--- config.mk ---
export PLATFORM = sky130hd
export DESIGN_NAME = crs_register_set
export DESIGN_NICKNAME = d
export VERILOG_FILES = /design/src/verilog/crs_pkg.sv /design/src/verilog/crs_register_set.sv
export SDC_FILE = /design/constraint.sdc
export NUM_CORES = 1
export LEC_CHECK = 0
export BUFFER_PORTS_ARGS = -buffer_cell sky130_fd_sc_hd__buf_4
export CAP_MARGIN = 40
export CELL_PAD_IN_SITES_DETAIL_PLACEMENT = 0
export CELL_PAD_IN_SITES_GLOBAL_PLACEMENT = 1
export CORE_AREA = 2 2 110 91
export DETAILED_ROUTE_END_ITERATION = 10
export DIE_AREA = 0 0 112 93
export GPL_TIMING_DRIVEN = 0
export PLACE_DENSITY = 0.95
export SETUP_SLACK_MARGIN = 0.05
export SKIP_CTS_REPAIR_TIMING = 1
export SYNTH_ARGS = -nofsm -noshare
export SYNTH_HDL_FRONTEND = slang
export SYNTH_SLANG_ARGS = --single-unit
--- constraint.sdc ---
create_clock -name clk_in -period 4.83 [get_ports clk_in]
set_input_delay 0.483 -clock clk_in [delete_from_list [all_inputs] [get_ports clk_in]]
set_output_delay 0.483 -clock clk_in [all_outputs]
set_load 0.02 [all_outputs]
--- src/verilog/crs_pkg.sv ---
`default_nettype none
package crs_pkg;
   // Bit positions inside the condition flags register.
   localparam int FLAG_CARRY = 0;
   localparam int FLAG_ZERO = 1;
   localparam int FLAG_NEG = 2;
   localparam int FLAG_PRIO_LOWER = 3;
   localparam int FLAG_HALF = 4;
   localparam int FLAG_PRIO_UPPER = 5;
   // Undefined reset bits are given zero here.
   localparam logic [7:0] FLAGS_RESET = 8'he8;
   localparam logic [7:0] FLAGS_FIXED_ONES = 8'hc0;
   localparam logic [15:0] IP_RESET = 16'h0000;
   localparam logic [7:0] REG_RESET = 8'h00;

   // Register selectors for dedicated load/store instructions.
   typedef enum logic [2:0] {
      CRS_SEL_ACC,
      CRS_SEL_IDX1,
      CRS_SEL_IDX2,
      CRS_SEL_IP_LOW,
      CRS_SEL_IP_HIGH,
      CRS_SEL_FLAGS
   } crs_sel_e;

   // Flag update class of the executing instruction.
   typedef enum logic [2:0] {
      CRS_CLS_NONE,
      CRS_CLS_ADD,
      CRS_CLS_ARITH,
      CRS_CLS_LOGIC,
      CRS_CLS_SHIFT
   } crs_cls_e;

   // Branch conditions.
   typedef enum logic [2:0] {
      CRS_BR_HALF_SET,
      CRS_BR_HALF_CLR,
      CRS_BR_MINUS,
      CRS_BR_PLUS,
      CRS_BR_EQUAL,
      CRS_BR_NOT_EQUAL
   } crs_br_e;
endpackage
`default_nettype wire

--- src/verilog/crs_register_set.sv ---
`timescale 1ns/1ps
`default_nettype none
module crs_register_set (
   input wire logic clk_in,
   input wire logic srst_in,
   input wire logic wr_en_in,
   input wire logic [2:0] wr_sel_in,
   input wire logic [7:0] wr_data_in,
   input wire logic prefix_in,
   input wire logic [2:0] rd_sel_in,
   output logic [7:0] rd_data_out,
   input wire logic [2:0] cls_in,
   input wire logic [7:0] result_in,
   input wire logic carry_in,
   input wire logic half_carry_in,
   input wire logic carry_wr_en_in,
   input wire logic carry_wr_val_in,
   input wire logic prio_wr_en_in,
   input wire logic [1:0] prio_wr_val_in,
   input wire logic irq_restore_in,
   input wire logic [7:0] irq_acc_in,
   input wire logic [7:0] irq_idx1_in,
   input wire logic [7:0] irq_flags_in,
   input wire logic ip_load_in,
   input wire logic [15:0] ip_load_val_in,
   input wire logic ip_step_in,
   input wire logic [2:0] br_cond_in,
   output logic br_take_out,
   output logic [7:0] acc_out,
   output logic [7:0] idx1_out,
   output logic [7:0] idx2_out,
   output logic [15:0] next_instruction_pointer_out,
   output logic [7:0] condition_flags_out,
   output logic [1:0] prio_level_out,
   output logic irq_disabled_out
);
   logic [7:0] acc;
   logic [7:0] idx1;
   logic [7:0] idx2;
   logic [7:0] instr_pointer_low_byte;
   logic [7:0] instr_pointer_high_byte;
   logic [7:0] condition_flags;
   logic [7:0] next_flags;

   // The prefix turns a first-index selection into a second-index one.
   function automatic logic [2:0] crs_remap(input logic [2:0] sel, input logic pre);
      if (pre && sel == 3'(crs_pkg::CRS_SEL_IDX1)) begin
         crs_remap = 3'(crs_pkg::CRS_SEL_IDX2);
      end else begin
         crs_remap = sel;
      end
   endfunction

   wire [2:0] wsel = crs_remap(wr_sel_in, prefix_in);
   wire [2:0] rsel = crs_remap(rd_sel_in, prefix_in);
   wire flags_wr = wr_en_in && wsel == 3'(crs_pkg::CRS_SEL_FLAGS);
   wire [15:0] ip_now = {instr_pointer_high_byte, instr_pointer_low_byte};
   wire [15:0] ip_inc = ip_now + 16'h0001;
   wire res_cls = cls_in != 3'(crs_pkg::CRS_CLS_NONE);
   wire carry_cls = cls_in == 3'(crs_pkg::CRS_CLS_ADD) ||
                    cls_in == 3'(crs_pkg::CRS_CLS_ARITH) ||
                    cls_in == 3'(crs_pkg::CRS_CLS_SHIFT);
   wire flag_half = condition_flags[crs_pkg::FLAG_HALF];
   wire flag_neg = condition_flags[crs_pkg::FLAG_NEG];
   wire flag_zero = condition_flags[crs_pkg::FLAG_ZERO];
   wire flag_carry = condition_flags[crs_pkg::FLAG_CARRY];

   always_comb begin
      next_flags = condition_flags;
      if (irq_restore_in) begin
         next_flags = irq_flags_in;
      end else if (flags_wr) begin
         next_flags = wr_data_in;
      end else begin
         if (res_cls) begin
            next_flags[crs_pkg::FLAG_NEG] = result_in[7];
            next_flags[crs_pkg::FLAG_ZERO] = result_in == 8'h00;
         end
         if (cls_in == 3'(crs_pkg::CRS_CLS_ADD)) begin
            next_flags[crs_pkg::FLAG_HALF] = half_carry_in;
         end
         if (carry_wr_en_in) begin
            next_flags[crs_pkg::FLAG_CARRY] = carry_wr_val_in;
         end else if (carry_cls) begin
            next_flags[crs_pkg::FLAG_CARRY] = carry_in;
         end
         if (prio_wr_en_in) begin
            next_flags[crs_pkg::FLAG_PRIO_UPPER] = prio_wr_val_in[1];
            next_flags[crs_pkg::FLAG_PRIO_LOWER] = prio_wr_val_in[0];
         end
      end
      next_flags = next_flags | crs_pkg::FLAGS_FIXED_ONES;
   end

   always_ff @(posedge clk_in) begin
      if (srst_in) begin
         condition_flags <= crs_pkg::FLAGS_RESET;
      end else begin
         condition_flags <= next_flags;
      end
   end

   always_ff @(posedge clk_in) begin
      if (srst_in) begin
         acc <= crs_pkg::REG_RESET;
         idx1 <= crs_pkg::REG_RESET;
         idx2 <= crs_pkg::REG_RESET;
      end else if (irq_restore_in) begin
         // Of the data registers, only the accumulator and first index come back from the stack.
         acc <= irq_acc_in;
         idx1 <= irq_idx1_in;
      end else if (wr_en_in) begin
         if (wsel == 3'(crs_pkg::CRS_SEL_ACC)) begin
            acc <= wr_data_in;
         end
         if (wsel == 3'(crs_pkg::CRS_SEL_IDX1)) begin
            idx1 <= wr_data_in;
         end
         if (wsel == 3'(crs_pkg::CRS_SEL_IDX2)) begin
            idx2 <= wr_data_in;
         end
      end
   end

   always_ff @(posedge clk_in) begin
      if (srst_in) begin
         instr_pointer_low_byte <= crs_pkg::IP_RESET[7:0];
         instr_pointer_high_byte <= crs_pkg::IP_RESET[15:8];
      end else if (ip_load_in) begin
         instr_pointer_low_byte <= ip_load_val_in[7:0];
         instr_pointer_high_byte <= ip_load_val_in[15:8];
      end else if (wr_en_in && wsel == 3'(crs_pkg::CRS_SEL_IP_LOW)) begin
         instr_pointer_low_byte <= wr_data_in;
      end else if (wr_en_in && wsel == 3'(crs_pkg::CRS_SEL_IP_HIGH)) begin
         instr_pointer_high_byte <= wr_data_in;
      end else if (ip_step_in) begin
         instr_pointer_low_byte <= ip_inc[7:0];
         instr_pointer_high_byte <= ip_inc[15:8];
      end
   end

   // Register reads go by selector only; no address path exists.
   always_comb begin
      case (rsel)
         3'(crs_pkg::CRS_SEL_ACC): rd_data_out = acc;
         3'(crs_pkg::CRS_SEL_IDX1): rd_data_out = idx1;
         3'(crs_pkg::CRS_SEL_IDX2): rd_data_out = idx2;
         3'(crs_pkg::CRS_SEL_IP_LOW): rd_data_out = instr_pointer_low_byte;
         3'(crs_pkg::CRS_SEL_IP_HIGH): rd_data_out = instr_pointer_high_byte;
         3'(crs_pkg::CRS_SEL_FLAGS): rd_data_out = condition_flags;
         default: rd_data_out = 8'h00;
      endcase
   end

   always_comb begin
      case (br_cond_in)
         3'(crs_pkg::CRS_BR_HALF_SET): br_take_out = flag_half;
         3'(crs_pkg::CRS_BR_HALF_CLR): br_take_out = !flag_half;
         3'(crs_pkg::CRS_BR_MINUS): br_take_out = flag_neg;
         3'(crs_pkg::CRS_BR_PLUS): br_take_out = !flag_neg;
         3'(crs_pkg::CRS_BR_EQUAL): br_take_out = flag_zero;
         3'(crs_pkg::CRS_BR_NOT_EQUAL): br_take_out = !flag_zero;
         default: br_take_out = 1'b0;
      endcase
   end

   wire [1:0] prio_bits = {condition_flags[crs_pkg::FLAG_PRIO_UPPER],
                           condition_flags[crs_pkg::FLAG_PRIO_LOWER]};
   // Level mapping: 10 -> 0, 01 -> 1, 00 -> 2, 11 -> 3.
   assign prio_level_out = {prio_bits[1] ~^ prio_bits[0], prio_bits[0]};
   assign irq_disabled_out = &prio_bits;
   assign acc_out = acc;
   assign idx1_out = idx1;
   assign idx2_out = idx2;
   assign next_instruction_pointer_out = ip_now;
   assign condition_flags_out = condition_flags;

   a_flags_fixed_ones: assert property (@(posedge clk_in) disable iff (srst_in)
      condition_flags[7:6] == 2'b11) else $error("fixed flag bits not one");
   a_reset_flags: assert property (@(posedge clk_in)
      srst_in |=> condition_flags == crs_pkg::FLAGS_RESET) else $error("bad flags reset");
   a_idx2_irq_hold: assert property (@(posedge clk_in) disable iff (srst_in)
      irq_restore_in |=> $stable(idx2)) else $error("second index changed by restore");
   a_half_carry_add: assert property (@(posedge clk_in) disable iff (srst_in)
      (cls_in == 3'(crs_pkg::CRS_CLS_ADD) && !irq_restore_in && !flags_wr)
      |=> flag_half == $past(half_carry_in)) else $error("half carry wrong");
   a_neg_zero_res: assert property (@(posedge clk_in) disable iff (srst_in)
      (res_cls && !irq_restore_in && !flags_wr) |=>
      flag_neg == $past(result_in[7]) &&
      flag_zero == ($past(result_in) == 8'h00)) else $error("n/z wrong");
   a_flags_unchanged: assert property (@(posedge clk_in) disable iff (srst_in)
      (!res_cls && !irq_restore_in && !flags_wr && !carry_wr_en_in && !prio_wr_en_in)
      |=> $stable(condition_flags)) else $error("flags changed unexpectedly");
   a_branch_zero: assert property (@(posedge clk_in) disable iff (srst_in)
      br_cond_in == 3'(crs_pkg::CRS_BR_EQUAL) |-> br_take_out == flag_zero)
      else $error("equal branch wrong");
   a_prefix_idx2: assert property (@(posedge clk_in) disable iff (srst_in)
      (wr_en_in && prefix_in && wr_sel_in == 3'(crs_pkg::CRS_SEL_IDX1) && !irq_restore_in)
      |=> idx2 == $past(wr_data_in) && $stable(idx1)) else $error("prefix not honoured");
   a_carry_force: assert property (@(posedge clk_in) disable iff (srst_in)
      (carry_wr_en_in && !irq_restore_in && !flags_wr) |=>
      flag_carry == $past(carry_wr_val_in)) else $error("carry force wrong");
   // Level three is the only level that blocks interrupts.
   a_prio_disable: assert property (@(posedge clk_in) disable iff (srst_in)
      irq_disabled_out == (prio_level_out == 2'b11)) else $error("level and disable disagree");
endmodule
`default_nettype wire

# After elaboration in Yosys (flattened, before gate mapping)
# Cells that the tools add are included.
# word_totals
register_bits	48
inputBits	82
wordCells	91
# op_classes
add_sub_neg	1
n_eq_ne	22
mux	26
bitwise	2
reduce_logical	30
# op_table
cell	count
2-to-1 mux 8 bit	14
one-hot mux 8 bit (6 select lines)	1
equality test 3 x 2 -> 1 bit, second input constant	7
equality test 3 bit, second input constant	7
equality test 3 x 1 -> 1 bit, second input constant	6
nonzero test 3 bit	6
adder 16 x 1 -> 16 bit, second input constant	1
2-to-1 mux 6 bit	2
AND reduction 2 bit	5
logical NOT 3 bit	3
logical NOT 8 bit	1
2-to-1 mux 3 bit	2
one-hot mux 1 bit (6 select lines)	1
nonzero test 2 bit	3
logical AND 1 bit	5
2-to-1 mux 1 bit	5
nonzero test 4 bit	1
logical NOT 1 bit	3
!= test 3 bit, second input constant	1
AND reduction 3 bit	1
logical OR 1 bit	2
2-to-1 mux 2 bit	1
!= test 2 bit, second input constant	1
inverter 1 bit	1
bitwise XNOR 1 bit	1

# Depth between registers and ports, before layout
# Gate-level depths: netlist (run 1).
# depth
word_depth	8
mapped_depth	8

# Worst setup path before layout (run 1)
# OpenSTA, ideal clock, no wires.
# synth_timing
path_type	in2out
startpoint	input rd_sel_in[2]
endpoint	output rd_data_out[0]
arrival_time_ns	2.047
t_required_ns	4.347
path_slack_ns	2.300
cell_stages	4
n_path_buf	2
path_cell_list	clkbuf_1 clkbuf_1 a21oi_1 o311ai_0
# synth_via
elab_chain_cells	5
# synth_lines
element	line	rtl
start: declaration	crs_register_set.sv:10	input wire logic [2:0] rd_sel_in,
equality test 3 x 1 -> 1 bit	crs_register_set.sv:47	if (pre && sel == 3'(crs_pkg::CRS_SEL_IDX1)) begin
logical AND 1 bit	crs_register_set.sv:47	
2-to-1 mux 3 bit (*)	crs_register_set.sv:47	
equality test 3 bit, or another cell as far along	crs_register_set.sv:144	case (rsel)
one-hot mux 8 bit (6 select lines) (*)	crs_register_set.sv:144	
end: declaration	crs_register_set.sv:11	output logic [7:0] rd_data_out,
# Every way passes the cells marked *; elsewhere a longest branch is shown, timed or not.

# Worst setup path after layout (run 1)
# layout_timing
startpoint	input prefix_in
endpoint	output rd_data_out[5]
# layout_via
elab_chain_cells	4
# layout_lines
element	line	rtl
start: declaration	crs_register_set.sv:9	input wire logic prefix_in,
logical AND 1 bit (*)	crs_register_set.sv:47	
2-to-1 mux 3 bit (*)	crs_register_set.sv:47	
equality test 3 bit, or another cell as far along	crs_register_set.sv:144	
one-hot mux 8 bit (6 select lines) (*)	crs_register_set.sv:144	
# Marked as above.

==> impl_metrics.json, run 1 <==
{
  "status": "finished clean",
  "path_class": "in2out",
  "ys.warnings.count": 0,
  "min_path_type": "in2reg",
  "numPortBuffers": 131,
  "arrival_ns": 2.35,
  "clock_latency_ns": 0.28,
  "cap_violations": 0,
  "finalSetupViolations": 0,
  "area_growth_pct": 40.1,
  "period_needed_ns": 2.83,
  "critPathRequiredTime_ns": 4.35,
  "wl_met3_um": 1370,
  "cts_tree": "yes",
  "cts_buffers": 5,
  "antenna_found_initial": 0,
  "worst_setup_path_start_kind": "primary input",
  "hold_viol": 0,
  "placed_area_mm2": 0.00439,
  "slew_headroom": 0.518,
  "endpoint_kind": "primary output",
  "critPathMaxStageDelay_ns": 0.40,
  "synthFlopType": "dfxtp_1",
  "slew_viol_final": 0,
  "crit_family": "compound AO/OA/AOI/OAI gates",
  "design_area_mm2": 0.00456,
  "routed_wl_um": 12900,
  "cts.sink_count": 46,
  "postRouteAntennaNets": 0,
  "clkTransAtPathRegs_ns": 0.07,
  "rsz0062_at_grt": "false",
  "yosysTopAreaCell": "dfxtp_1",
  "dieArea_mm2": 0.0104,
  "ys_ff_latch": 46,
  "die_height_um": 93,
  "layout_commonest_cell": "buf_4",
  "synthesis.area_mm2": 0.00325,
  "powerDensity_mw_per_mm2": 256,
  "nets": 650,
  "final_cell_mix": "buf_4, nor2_1, dfxtp_1",
  "tightest_slew_ns": 0.723,
  "skew_ns": 0.00265,
  "dr_total_vias": 3806,
  "grt_pass1_wl_um": 19700,
  "coreArea_mm2": 0.00937,
  "slowest_stage": "or3_1",
  "row_count": 32,
  "synth.area.top_cells": "dfxtp_1, mux2i_1, nor2_1, a21oi_1, nand2_1",
  "die_x_um": 112,
  "max_freq_ghz": 0.353,
  "leakage_nw": 1.94,
  "min_period_over_period": 0.586,
  "dp_hpwl_um": 9950,
  "total_power_w": 0.00117,
  "synth-edff-count": 0,
  "grt_pass1_vias": 3499,
  "wl_met2_um": 5690,
  "fin_setup_tns_ns": 0,
  "synth_cell_types": 63,
  "diodes": 0,
  "htree_levels": 2,
  "crit_chain": "clkbuf_1 -> inv_1 -> or3_1 -> a21oi_1 -> a222oi_1 -> o21ai_0 -> buf_4",
  "synthCells": 427,
  "avgSynthCellArea_um2": 7.62,
  "async_flop_share": 0,
  "start_util": 0.347,
  "cp_max_fo": 8,
  "io_pins": 142,
  "routabilityCongestion": 0.942,
  "fin_util": 0.486,
  "holdWs_ns": 0.402,
  "routed.top_layer": "met4",
  "clock-root-buffer": "clkbuf_16",
  "clk_path_buf_depth": 2,
  "m1WireLength_um": 5710,
  "dr.first_iter.drc_count": 346,
  "first_pass_iters": 6,
  "crit_buf_inv": 3,
  "yosysSeqAreaShare": 0.283,
  "grt_max_degree": 14,
  "nFillCells": 985,
  "peakVddDrop_v": 0.000157,
  "track_usage": 0.241,
  "drt-wirelength-per-cell_um": 18.8,
  "drc": 0,
  "grt_overflow": 0,
  "drive_gt1_frac": 0.284,
  "via_per_inst": 5.56,
  "synth_top_area_share": 0.283
}
==> power breakdown <==
group	internal [W]	total, W	switching [W]	leakage (nW)
clock	0.000256	0.000402	0.000146	0.0829
combinational	0.000147	0.000325	0.000179	1.47
sequential	0.000403	0.000440	0.0000366	0.380
==> synth_stat cells, types with 3 or more instances <==
master / n
clkbuf_1: 21
dfxtp_1: 46
a21oi_1: 39
xor2_1: 6
buf_6: 3
o31ai_1: 4
o21ai_0: 22
o221ai_1: 4
a211oi_1: 12
a221oi_2: 3
mux2i_1: 38
inv_1: 15
buf_2: 6
nor2b_1: 4
nand2_1: 31
and3_1: 3
nor2_1: 66
nor4_1: 5
nor3_1: 11
nand2b_1: 4
nand3_1: 11
a31oi_1: 8
a311oi_1: 3
nand4_1: 3
nor3b_1: 5
buf_4: 4
==> worst paths after layout <==
kind,end,cells after the start,slack [ns],from
max,rd_data_out[5],7,2.00,prefix_in
min,condition_flags_out[3],3,0.40,irq_flags_in[3]
max reg2reg,instr_pointer_high_byte[2],6,2.72,instr_pointer_low_byte[0]
min reg2reg,condition_flags_out[0],2,0.52,condition_flags_out[0]
==> sequential cells by signal, summed over array words and instances (netlist names) <==
register,flops
instr_pointer_low_byte,8
idx1_out,8
idx2_out,8
condition_flags_out,6
acc_out,8
instr_pointer_high_byte,8
==> cells by family after synthesis <==
kind of cell               count (synthesis)  synth area share
and+or+nand+nor                          161             0.245
AOI/OAI and AO/OA                        121             0.254
buffers and inverters                     51            0.0727
DFF                                       46             0.283
muxes                                     38             0.117
xor gates and xnor gates                   7            0.0189
adders and majority gates                  2           0.00769
other                                      1           0.00115
==> worst register-to-register path: stages (launching register included) <==
cell and delay, ns:
dfxtp_1 0.52, ha_1 0.25, nand3_1 0.28, nor3_1 0.45, mux2i_1 0.13, o32a_1 0.29
nor3_1 0.12
==> layer usage <==
metal	vias to the layer above	GRT usage
met5	-	0
met4	0	0.0376
met3	11	0.0538
met2	201	0.380
met1	1756	0.345
li1	1838	-
==> through the flow <==
step,setup WS [ns],std cells
5_1_grt,1.87,685
4_1_cts,2.04,685
3_3_place_gp,2.09,678
3_5_place_dp,2.05,678
6_report,2.00,685
2_1_floorplan,2.30,428
==> area by class of cell <==
type                            instances  area, um2  area share
Clock buffer                            6        139      0.0305
Inverter                               15       56.3      0.0124
Tap cell                              119        149      0.0327
Timing Repair Buffer                  131        983       0.216
Sequential cell                        46        921       0.202
Multi-Input combinational cell        331       2100       0.460
Clock inverter                          1       30.0     0.00659
Buffer                                 36        180      0.0395
No activity file was read; power rests on OpenSTA's default activity.
==> run 2: changes to the inputs <==
- CORE_AREA: 2 2 110 91 -> 2 2 114 94
- DIE_AREA: 0 0 112 93 -> 0 0 116 96
- PLACE_DENSITY: 0.95 -> 0.9
- clock period: 4.83 -> 3 ns (I/O delays scaled with it)
==> run 2 against run 1 <==
Net effect:
- power up 51%
- critical path type unchanged
- worst setup slack worse by 1.4 ns
- clock-buffer cell count increased by 1
- non-clock buffer count is the same
- sequential share of layout area about the same
- first-iteration DRC count grew 17%
==> impl_metrics.json, run 2 (same netlist as run 1, synthesis figures left out) <==
{
  "track_usage": 0.231,
  "min_path_type": "in2reg",
  "period_needed_ns": 2.40,
  "worst_setup_path_start_kind": "primary input",
  "cts.sink_count": 46,
  "peakVddDrop_v": 0.000196,
  "placed_area_mm2": 0.00441,
  "rsz0062_at_grt": "false",
  "final_cell_mix": "buf_4, nor2_1, dfxtp_1",
  "grt_overflow": 0,
  "arrival_ns": 2.10,
  "skew_ns": 0.00326,
  "routed_wl_um": 13200,
  "cts_tree": "yes",
  "clkTransAtPathRegs_ns": 0.06,
  "critPathRequiredTime_ns": 2.70,
  "register_area_um2": 921,
  "via_per_inst": 5.45,
  "slew_headroom": 0.540,
  "drt-wirelength-per-cell_um": 18.7,
  "multi_input_comb_area_mm2": 0.00210,
  "tightest_slew_ns": 0.690,
  "postRouteAntennaNets": 0,
  "grt_max_degree": 13,
  "die_height_um": 96,
  "finalSetupViolations": 0,
  "grt_pass1_vias": 3435,
  "numPortBuffers": 131,
  "max_freq_ghz": 0.417,
  "layout_commonest_cell": "buf_4",
  "drive_gt1_frac": 0.281,
  "endpoint_kind": "primary output",
  "path_class": "in2out",
  "area_growth_pct": 39.8,
  "grt_pass1_wl_um": 19300,
  "dieArea_mm2": 0.0111,
  "min_period_over_period": 0.799,
  "clock_latency_ns": 0.28,
  "hold_viol": 0,
  "design_area_mm2": 0.00455,
  "dp_hpwl_um": 10200,
  "start_util": 0.325,
  "status": "finished clean",
  "clock-root-buffer": "clkbuf_16",
  "nFillCells": 1024,
  "coreArea_mm2": 0.00999,
  "antenna_found_initial": 0,
  "die_x_um": 116,
  "holdWs_ns": 0.222,
  "first_pass_iters": 5,
  "fin_setup_tns_ns": 0,
  "dr.first_iter.drc_count": 404,
  "diodes": 0,
  "nets": 650,
  "cts_buffers": 5,
  "row_count": 33,
  "cp_max_fo": 8,
  "leakage_nw": 1.92,
  "powerDensity_mw_per_mm2": 388,
  "drc": 0,
  "cap_violations": 0,
  "dr_total_vias": 3846,
  "clk_path_buf_depth": 2,
  "slew_viol_final": 0,
  "io_pins": 142,
  "htree_levels": 2,
  "routabilityCongestion": 0.948
}
## run 2: changes by cell type in the layout (fill, tap and decap cells not counted), sizes merged
cell and delta:
bufinv -1, clkbuf +1
## run 2: layout make-up
| class | instances | area share |
|---|---|---|
| inverter | 15 | 0.0124 |
| buffer | 36 | 0.0396 |
| timing repair buffer | 131 | 0.216 |
| multi-input combinational | 331 | 0.461 |
| sequential | 46 | 0.203 |
| clock buffer | 7 | 0.0292 |
| tap | 140 | 0.0385 |
## run 2: where the power goes
part | total (W) | leakage [nW] | internal (W) | switching, W
Sequential | 0.000709 | 0.380 | 0.000649 | 0.0000599
Combinational | 0.000525 | 1.47 | 0.000236 | 0.000289
Clock | 0.000532 | 0.0640 | 0.000305 | 0.000227
Total | 0.00177 | 1.92 | 0.00119 | 0.000575
## run 2: through the flow
| step | setup WS, ns | total power (W) | utilization | std cells |
|---|---|---|---|---|
| after floorplan | 0.836 | 0.000984 | - | 428 |
| after global placement | 0.600 | 0.00123 | 0.442 | 699 |
| after detailed placement | 0.604 | 0.00124 | 0.442 | 699 |
| after CTS | 0.609 | 0.00177 | 0.455 | 706 |
| after global routing | 0.483 | 0.00184 | 0.455 | 706 |
| final | 0.603 | 0.00177 | 0.455 | 706 |
## run 2: path summary, 6_finish.rpt
path | start | end | slack, ns | cells past startpoint
setup / recovery | prefix_in | rd_data_out[5] | 0.60 | 7
hold / removal | irq_flags_in[3] | condition_flags_out[3] | 0.22 | 3
setup reg to reg | instr_pointer_low_byte[0] | instr_pointer_high_byte[2] | 0.80 | 6
hold reg to reg | condition_flags_out[0] | condition_flags_out[0] | 0.52 | 2
## run 2: worst max-delay path: stages
cell	delay (ns)
clkbuf_1	0.35
inv_1	0.13
or3_1	0.41
a21oi_1	0.38
a222oi_1	0.19
o21ai_0	0.14
buf_4	0.20
## run 2: layer usage
metal | GRT usage | wire (um) | vias to the layer above | part of all wire
met5 | 0 | 0 | - | 0
met4 | 0.0546 | 182 | 0 | 0.014
met3 | 0.0390 | 1130 | 20 | 0.085
met2 | 0.359 | 5790 | 191 | 0.44
met1 | 0.333 | 6120 | 1801 | 0.46
li1 | - | - | 1834 | -
